==> config.mk <==
export PLATFORM = sky130hd
export DESIGN_NAME = rac_regs
export DESIGN_NICKNAME = d
export VERILOG_FILES = /design/src/rtl/rac_pkg.sv /design/src/rtl/rac_setclr.sv /design/src/rtl/rac_regs.sv
export SDC_FILE = /design/constraint.sdc
export NUM_CORES = 1
export LEC_CHECK = 0
export BUFFER_PORTS_ARGS = -buffer_cell sky130_fd_sc_hd__buf_4
export CAP_MARGIN = 15
export CORE_AREA = 2 2 70 72
export CTS_CLUSTER_SIZE = 25
export DETAILED_ROUTE_END_ITERATION = 8
export DIE_AREA = 0 0 72 74
export PLACE_DENSITY_LB_ADDON = 0.05
export SLEW_MARGIN = 20
export SYNTH_ARGS = -nofsm -noshare
export SYNTH_HDL_FRONTEND = slang
export SYNTH_SLANG_ARGS = --single-unit
==> constraint.sdc <==
create_clock -name mclk -period 1.4 [get_ports mclk]
set_input_delay 0.28 -clock mclk [delete_from_list [all_inputs] [get_ports mclk]]
set_output_delay 0.28 -clock mclk [all_outputs]
set_load 0.005 [all_outputs]
==> src/rtl/rac_pkg.sv <==
// package: constants and carriers for the register access conventions block
package rac_pkg;
	// ==========================================
	// register map, word indices on the local port
	localparam int RAC_AW = 3;
	localparam logic [2:0] RAC_IDX_CTRL = 3'h0;
	localparam logic [2:0] RAC_IDX_STATUS = 3'h1;
	localparam logic [2:0] RAC_IDX_CMD = 3'h2;
	localparam logic [2:0] RAC_IDX_DBG = 3'h3;
	localparam logic [2:0] RAC_IDX_SET = 3'h4;
	localparam logic [2:0] RAC_IDX_CLR = 3'h5;
	// ==========================================
	// field layouts
	localparam logic [7:0] RAC_CTRL_MASK = 8'h3f;
	localparam logic [7:0] RAC_STATUS_MASK = 8'h07;
	localparam logic [7:0] RAC_DBG_MASK = 8'hff;
	localparam int RAC_MODE_LSB = 4;
	localparam logic [1:0] RAC_MODE_RSVD = 2'h3;
	localparam logic [1:0] RAC_MODE_SAFE = 2'h0;
	// ==========================================
	// reset values
	localparam logic [7:0] RAC_CTRL_RST = 8'h00;
	localparam logic [7:0] RAC_DBG_RST = 8'h00;
	localparam logic [7:0] RAC_FLAGS_RST = 8'h00;
	localparam logic [7:0] RAC_CMD_RST = 8'h00;

	// register access request
	typedef struct packed {
		logic wr;
		logic rd;
		logic [2:0] idx;
		logic [7:0] wdata;
	} rac_req_s;
endpackage : rac_pkg

==> src/rtl/rac_setclr.sv <==
// module: shared storage behind a set/clear alias pair
`timescale 1ns/100ps
module rac_setclr import rac_pkg::*; #(
	parameter int W = 8,
	parameter logic [W-1:0] RST = '0
) (
	// clock and resets
	input wire logic mclk,
	input wire logic reset,
	input wire logic soft_reset,
	// alias writes; set and clear data kept apart so a bit set only
	// through the set alias survives a same-cycle clear of other bits
	input wire logic set_we,
	input wire logic [W-1:0] set_wdata,
	input wire logic clr_we,
	input wire logic [W-1:0] clr_wdata,
	// shared contents
	output logic [W-1:0] value
);
	logic [W-1:0] next_value;

	// next value of the shared bits
	always_comb begin
		next_value = value;
		if (set_we) begin
			next_value = next_value | set_wdata;
		end
		if (clr_we) begin
			next_value = next_value & ~clr_wdata;
		end
		if (soft_reset) begin
			next_value = RST;
		end
	end

	// storage
	always_ff @(posedge mclk or posedge reset) begin
		if (reset) begin
			value <= RST;
		end else begin
			value <= next_value;
		end
	end

	a_clr_wins: assert property (@(posedge mclk) disable iff (reset)
		(set_we && clr_we && !soft_reset) |=> ((value & $past(set_wdata & clr_wdata)) == '0))
		else $error("clear did not win over set");
	a_zero_holds: assert property (@(posedge mclk) disable iff (reset)
		((set_we || clr_we) && !soft_reset) |=>
		(((value ^ $past(value)) & ~$past(({W{set_we}} & set_wdata) | ({W{clr_we}} & clr_wdata))) == '0))
		else $error("bit written zero changed");
endmodule : rac_setclr

==> src/rtl/rac_regs.sv <==
// module: register bank showing the shared access conventions
// Functional notes
// - read-only bits read live, ignore writes
// - write-only bits accepted, read undefined; this bank reads them as zero
// - reserved bits always read zero
// - read-only field never shows reserved code
// - reset values; debug survives soft reset
// - clear alias ones clear shared bit
// - set alias ones set shared bit
// - both aliases read same contents
// - simultaneous writes: clear wins
`timescale 1ns/100ps
module rac_regs import rac_pkg::*; #(
	parameter int W = 8
) (
	// clock and resets
	input wire logic mclk,
	input wire logic reset,
	input wire logic soft_reset,
	// register access port
	input wire rac_req_s req,
	input wire logic alias_clr_wr,
	input wire logic [W-1:0] alias_clr_wdata,
	output logic [W-1:0] rdata,
	// block state in and out
	input wire logic [2:0] hw_status,
	output logic [W-1:0] ctrl_out,
	output logic [W-1:0] flags_out,
	output logic cmd_strobe,
	output logic [W-1:0] cmd_out
);
	// ==========================================
	// storage
	logic [W-1:0] ctrl, next_ctrl;
	logic [W-1:0] dbg, next_dbg;
	logic [W-1:0] cmd, next_cmd;
	logic strobe, next_strobe;
	logic [2:0] stat_s1, stat_s2;
	logic [W-1:0] flags;
	logic [W-1:0] next_rdata;

	// read-only mode field maps reserved code to a safe one
	function automatic logic [1:0] rac_mode_view(input logic [1:0] m);
		return (m == RAC_MODE_RSVD) ? RAC_MODE_SAFE : m;
	endfunction : rac_mode_view

	// ==========================================
	// writable registers
	always_comb begin
		next_ctrl = ctrl;
		next_dbg = dbg;
		next_cmd = cmd;
		next_strobe = 1'b0;
		if (req.wr && req.idx == RAC_IDX_CTRL) begin
			next_ctrl = req.wdata & RAC_CTRL_MASK;
		end
		if (req.wr && req.idx == RAC_IDX_DBG) begin
			next_dbg = req.wdata & RAC_DBG_MASK;
		end
		if (req.wr && req.idx == RAC_IDX_CMD) begin
			next_cmd = req.wdata;
			next_strobe = 1'b1;
		end
		if (soft_reset) begin
			next_ctrl = RAC_CTRL_RST;
			next_cmd = RAC_CMD_RST;
		end
	end

	always_ff @(posedge mclk or posedge reset) begin
		if (reset) begin
			ctrl <= RAC_CTRL_RST;
			dbg <= RAC_DBG_RST;
			cmd <= RAC_CMD_RST;
			strobe <= 1'b0;
		end else begin
			ctrl <= next_ctrl;
			dbg <= next_dbg;
			cmd <= next_cmd;
			strobe <= next_strobe;
		end
	end

	// status pins come from outside, two stages first
	always_ff @(posedge mclk or posedge reset) begin
		if (reset) begin
			stat_s1 <= 3'h0;
			stat_s2 <= 3'h0;
		end else begin
			stat_s1 <= hw_status;
			stat_s2 <= stat_s1;
		end
	end

	// ==========================================
	// set/clear pair over one storage
	rac_setclr #(.W(W), .RST(RAC_FLAGS_RST)) u_flags (
		.mclk(mclk),
		.reset(reset),
		.soft_reset(soft_reset),
		.set_we(req.wr && req.idx == RAC_IDX_SET),
		.set_wdata(req.wdata),
		.clr_we((req.wr && req.idx == RAC_IDX_CLR) || alias_clr_wr),
		.clr_wdata(((req.wr && req.idx == RAC_IDX_CLR) ? req.wdata : '0) |
			(alias_clr_wr ? alias_clr_wdata : '0)),
		.value(flags)
	);

	// ==========================================
	// read mux; unmapped reads zero
	always_comb begin
		next_rdata = '0;
		if (req.rd) begin
			case (req.idx)
				RAC_IDX_CTRL: next_rdata = ctrl & RAC_CTRL_MASK;
				RAC_IDX_STATUS: next_rdata = {3'h0, rac_mode_view(ctrl[RAC_MODE_LSB +: 2]), stat_s2} &
					{3'h7, 2'h3, RAC_STATUS_MASK[2:0]};
				RAC_IDX_CMD: next_rdata = '0;
				RAC_IDX_DBG: next_rdata = dbg;
				RAC_IDX_SET, RAC_IDX_CLR: next_rdata = flags;
				default: next_rdata = '0;
			endcase
		end
	end

	// read data registered, one cycle after the request
	always_ff @(posedge mclk or posedge reset) begin
		if (reset) begin
			rdata <= '0;
		end else begin
			rdata <= next_rdata;
		end
	end

	// outputs mirror state directly, no extra stage
	assign ctrl_out = ctrl;
	assign flags_out = flags;
	assign cmd_strobe = strobe;
	assign cmd_out = cmd;

	// ==========================================
	// checks
	// reserved ctrl bits zero
	a_ctrl_rsvd: assert property (@(posedge mclk) disable iff (reset)
		(req.rd && req.idx == RAC_IDX_CTRL) |=> ((rdata & ~RAC_CTRL_MASK) == '0))
		else $error("reserved ctrl bit read nonzero");
	a_mode_safe: assert property (@(posedge mclk) disable iff (reset)
		(req.rd && req.idx == RAC_IDX_STATUS) |=> (rdata[RAC_MODE_LSB-1 +: 2] != RAC_MODE_RSVD))
		else $error("reserved mode code visible");
	a_status_live: assert property (@(posedge mclk) disable iff (reset)
		(req.rd && req.idx == RAC_IDX_STATUS) |=> (rdata[2:0] == $past(stat_s2)))
		else $error("status read not live");
	a_alias_same: assert property (@(posedge mclk) disable iff (reset)
		(req.rd && (req.idx == RAC_IDX_SET || req.idx == RAC_IDX_CLR)) |=> (rdata == $past(flags)))
		else $error("alias read mismatch");
	a_set_bits: assert property (@(posedge mclk) disable iff (reset)
		(req.wr && req.idx == RAC_IDX_SET && !alias_clr_wr && !soft_reset) |=>
		((flags & $past(req.wdata)) == $past(req.wdata)))
		else $error("set alias failed");
	a_clr_bits: assert property (@(posedge mclk) disable iff (reset)
		(req.wr && req.idx == RAC_IDX_CLR) |=> ((flags & $past(req.wdata)) == '0))
		else $error("clear alias failed");
	a_dbg_keep: assert property (@(posedge mclk) disable iff (reset)
		(soft_reset && !(req.wr && req.idx == RAC_IDX_DBG)) |=> (dbg == $past(dbg) && ctrl == RAC_CTRL_RST))
		else $error("soft reset handling wrong");
	a_cmd_pulse: assert property (@(posedge mclk) disable iff (reset)
		(req.wr && req.idx == RAC_IDX_CMD) |=> (cmd_strobe && cmd_out == $past(req.wdata)))
		else $error("write-only command lost");

	a_stat_rsvd: assert property (@(posedge mclk) disable iff (reset)
		(req.rd && req.idx == RAC_IDX_STATUS) |=> ((rdata >> 5) == '0))
		else $error("reserved status bit read nonzero");
	a_unmapped_zero: assert property (@(posedge mclk) disable iff (reset)
		(req.rd && req.idx > RAC_IDX_CLR) |=> (rdata == '0))
		else $error("unmapped word read nonzero");
	a_ctrl_store: assert property (@(posedge mclk) disable iff (reset)
		(req.wr && req.idx == RAC_IDX_CTRL && !soft_reset) |=>
		(ctrl == ($past(req.wdata) & RAC_CTRL_MASK)))
		else $error("ctrl write stored wrongly");
	a_status_nowr: assert property (@(posedge mclk) disable iff (reset)
		(req.wr && req.idx == RAC_IDX_STATUS && !soft_reset) |=>
		(ctrl == $past(ctrl) && dbg == $past(dbg)))
		else $error("status write changed state");
	a_soft_values: assert property (@(posedge mclk) disable iff (reset)
		soft_reset |=>
		(cmd_out == RAC_CMD_RST && flags_out == RAC_FLAGS_RST))
		else $error("soft reset value wrong");
	a_dbg_store: assert property (@(posedge mclk) disable iff (reset)
		(req.wr && req.idx == RAC_IDX_DBG) |=> (dbg == ($past(req.wdata) & RAC_DBG_MASK)))
		else $error("debug write lost");
	a_strobe_drop: assert property (@(posedge mclk) disable iff (reset)
		!(req.wr && req.idx == RAC_IDX_CMD) |=> !cmd_strobe)
		else $error("command strobe without write");
	a_alias_port: assert property (@(posedge mclk) disable iff (reset)
		(alias_clr_wr && !soft_reset) |=> ((flags & $past(alias_clr_wdata)) == '0))
		else $error("second clear port failed");
endmodule : rac_regs

-- After elaboration in Yosys (flattened, before gate mapping)
Cells that the tools add are included.
- equal/unequal tests: 6
- mux-type cells: 13
- bitwise operators: 4
- reduce and logical (&&, ||, !) cells: 10
- operator list (kind ; number):
    2-to-1 mux 8 bit ; 10
    one-hot mux 8 bit (4 select lines) ; 1
    bitwise OR 8 bit ; 2
    bitwise AND 8 bit ; 1
    NOT 8 bit ; 1
    equality test 3 x 2 -> 1 bit (second input constant) ; 2
    equality test 3 bit (second input constant) ; 2
    logical AND 1 bit ; 5
    nonzero test 2 bit ; 2
    equality test 3 x 1 -> 1 bit (second input constant) ; 1
    logical NOT 3 bit ; 1
    equality test 2 bit (second input constant) ; 1
    2-to-1 mux 2 bit ; 1
    OR reduction 2 bit ; 1
    logical OR 1 bit ; 1
    2-to-1 mux 1 bit ; 1
- register bits after elaboration: 47
- input port bits: 28
- output and inout bits: 33
- word-level logic and storage cells: 41

-- Longest topological paths before layout
- depth after elaboration: 8
- depth in mapped cells: 5

-- Hierarchy
From an unflattened synthesis, not the netlist that was laid out.
- cells, all modules: 169
- area total of the unflattened synthesis: 2078.2 um^2
- by module, submodules not included (module ; instances ; cells each ; area each (um^2) ; sequential area each (um^2)):
    rac_regs ; 1 ; 141 ; 1674.1 ; 925.9
    rac_setclr ; 1 ; 28 ; 404.1 ; 200.2

-- Worst setup path after synthesis
Ideal clock, no wire load.
- path type: input-to-reg
- start point: input port req[10] in the netlist's numbering
- end point: register dbg[0]
- arrival: 1.055 ns
- setup slack: 0.220 ns
- stages: 4
- buffers on the path: 1
- cell sequence: buf_6 -> and2b_4 -> nand2_4 -> mux2_4
- longest elaborated chain between the ends: 2
- RTL lines (item ; line ; source):
    from (decl) ; rac_regs.sv:21 ; input wire rac_req_s req,
    equality test 3 x 2 -> 1 bit ; rac_regs.sv:57 ; if (req.wr && req.idx == RAC_IDX_DBG) begin
    logical AND 1 bit ; rac_regs.sv:57 ;
    to (signal assigned) ; rac_regs.sv:78 ; dbg <= next_dbg;
    to (decl) ; rac_regs.sv:35 ; logic [W-1:0] dbg, next_dbg;
No other way between the ends.
A chain may end at the register's enable or synchronous reset.

-- Final worst setup path
- start point: register ctrl[5] (netlist: ctrl_out[5])
- end point: output port ctrl_out[5]
- RTL lines (item ; line ; source):
    from (decl) ; rac_regs.sv:34 ; logic [W-1:0] ctrl, next_ctrl;
    from (signal assigned) ; rac_regs.sv:77 ; ctrl <= next_ctrl;
    to (decl) ; rac_regs.sv:27 ; output logic [W-1:0] ctrl_out,
No word-level cell between the ends.

==> run_results.csv <==
group,metric,value,unit
timing,rsz0062_at_grt,"no",
pwr,switchingPower,0.651,mW
clock_network,root_buffer,"clkbuf_8",
routing,drt_iter0_drc,86,
layout,final_cell_mix,"buf_4, dfrtp_1, a22o_1, a21oi_1, nor2_1",
die,die_h,74,um
global_routing,grt_max_degree,46,
critical_path,crit_buf_inv,1,
critical_path,cp_slowest_cell,"dfrtp_1",
hold_path,hp-class,"in -> async",
clock_network,cts_buffer_depth,2,
clock_network,clk_latency,300,ps
place,placed_area,2440,sq um
pwr,power.share.clock,30.6,%
synth,synth_cell_types,34,
clock_network,cts_tree,"built",
routing,num_vias,1491,
clock_network,numCtsBuffers,5,
clock_network,post_cts_resized,0,
timing,min_period,1150,ps
die,rows,25,
status,run_status,"finished clean",
timing,tns,0,ps
clock_network,clkSinkCount,45,
critical_path,critical_path_arrival,870,ps
timing,hold_viol_final,0,
synth,ys_ff_latch,45,
synth,synthCells,154,
critical_path,crit_fanout,5,
synth,synth_warnings,0,
routing,drc,0,
routing,via_per_inst,5.58,
layout,layout_commonest_cell,"buf_4",
critical_path,critPathTopFamily,"flip-flops",
die,die_w,72,um
die,core,4600,sq um
global_routing,antenna_found_initial,0,
routing,wl_per_cell,17.5,um
critical_path,required,1120,ps
routing,ant_nets,0,
critical_path,critPathKind,"reg -> out",
global_routing,grt_pass1_vias,1403,
layout,drive_gt1_share,40.8,%
clock_network,cts_max_level,2,
layout,nets,240,
synth,avgSynthCellArea,12.8,sq um
routing,first_pass_iters,4,
timing,setup_ws,246,ps
critical_path,endpoint_kind,"primary output",
timing,holdWs,23.5,ps
place,place.gp.congestion,0.813,
clock_network,clkTransAtPathRegs,90,ps
routing,routed_wl,4680,um
place,dp_slack,88.3,ps
die,start_util,42.9,%
layout,synthToLayoutAreaGrowth,27.9,%
pwr,internal_power,1.93,mW
clock_network,cts_setup_buffers,0,
global_routing,grt-ovfl-total,0,
critical_path,crit_chain,"buf_4",
synth,ys_seq_area_share,57.0,%
layout,design_area,2530,sq um
critical_path,max_stage_delay,430,ps
timing,fin_crit_sh,82.4,%
place,port_buffers,58,
pwr,comb_power_share,14.1,%
critical_path,critPathLaunchType,"register",
die,die-area,5330,sq um
timing,fmax,866,MHz
place,dp_hpwl,3530,um
pwr,power_per_cell_area,1020,nW/um^2
timing,maxSlewViolCount,0,
pwr,leakage,1.25,nW
clock_network,cts_hold_buf,0,
global_routing,grt_usage,18.7,%
pwr,p_sw_share,25.2,%
layout,antenna_cells,0,
timing,skew,11.0,ps
pwr,ir_drop,0.503,mV
global_routing,grt_pass1_wl,7410,um
synth,synth.cell_area,1970,sq um
flow_run,timing.max_cap.violations,0,
pwr,p_seq_share,55.3,%
timing,report.final.setup_viol,0,
die,io_pins,61,
## layer usage
metal	part of all wire [%]	vias to the layer above	GRT usage, %
li1	-	678	-
met1	45	743	27.5
met2	46	63	27.0
met3	7.0	7	3.79
met4	1.6	0	8.18
met5	0	-	0
## power by group through the flow
stage	clock network [mW]	logic (mW)	registers, mW
6_report	0.792	0.364	1.43
5_1_grt	0.864	0.398	1.44
4_1_cts	0.802	0.367	1.43
3_5_place_dp	0	0.368	1.45
3_3_place_gp	0	0.358	1.45
2_1_floorplan	0	0.223	1.44
## kinds of logic (layout without fill, tap and decap cells)
group	Yosys count	count (layout)	synth area share, %
AO/OA/AOI/OAI	45	45	17.0
flip-flops	45	45	57.0
AND/OR/NAND/NOR	36	36	12.4
multiplexers	14	14	9.32
buffers and inverters	13	71	4.12
other	1	2	0.190
## through the flow
step / cells / util [%] / power [mW]
after detailed placement: 259 / 53.0 / 1.82
after global routing: 267 / 54.9 / 2.70
after CTS: 267 / 54.9 / 2.60
after floorplan: 155 / - / 1.66
final: 267 / 54.9 / 2.59
after global placement: 259 / 53.0 / 1.81
## state kept, by name, summed over array words and instances, names as in the netlist
register       flops
ctrl_out           6
cmd_strobe         1
dbg                8
cmd_out            8
stat_s1            3
u_flags.value      8
stat_s2            3
rdata              8
## final cells by class
| type | count | area (sq um) |
|---|---|---|
| clock buffers | 6 | 72.6 |
| clock inverters | 2 | 15.0 |
| fillers | 392 | 2070 |
| inverters | 3 | 11.3 |
| multi-input cells | 97 | 771 |
| flip-flops and latches | 45 | 1130 |
| well taps | 54 | 67.6 |
| repair buffers | 60 | 463 |
## cell usage after synthesis (all sizes together)
master,count,area share [%]
nor4,1,1.1
nand2b,2,1.0
a221oi,1,0.44
nor3,2,0.76
dfrtp,45,57
buf,9,3.4
o22ai,2,0.63
nor2b,2,0.63
o21ai,3,0.76
nand3b,3,1.1
and2b,1,0.51
nor3b,4,1.5
inv,3,0.57
a22o,14,6.2
conb,1,0.19
and4bb,1,0.63
a221o,8,4.1
nor2,10,1.9
a21oi,16,4.4
a2bb2oi,1,0.44
mux2i,3,1.5
mux2,11,7.8
nand2,7,1.7
clkbuf,1,0.19
and4b,2,1.0
and2,1,0.44
## final timing paths
kind,end,cells past startpoint,startpoint,slack [ps]
max,ctrl_out[5],1,ctrl_out[5],250
min,stat_s1[0],3,reset,20
max reg2reg,rdata[1],3,ctrl_out[1],320
min reg2reg,stat_s2[1],0,stat_s1[1],370
max in group asynchronous,rdata[5],3,reset,1150
min in group mclk,stat_s1[0],1,hw_status[0],80
Power figures use the tool's default switching activity.
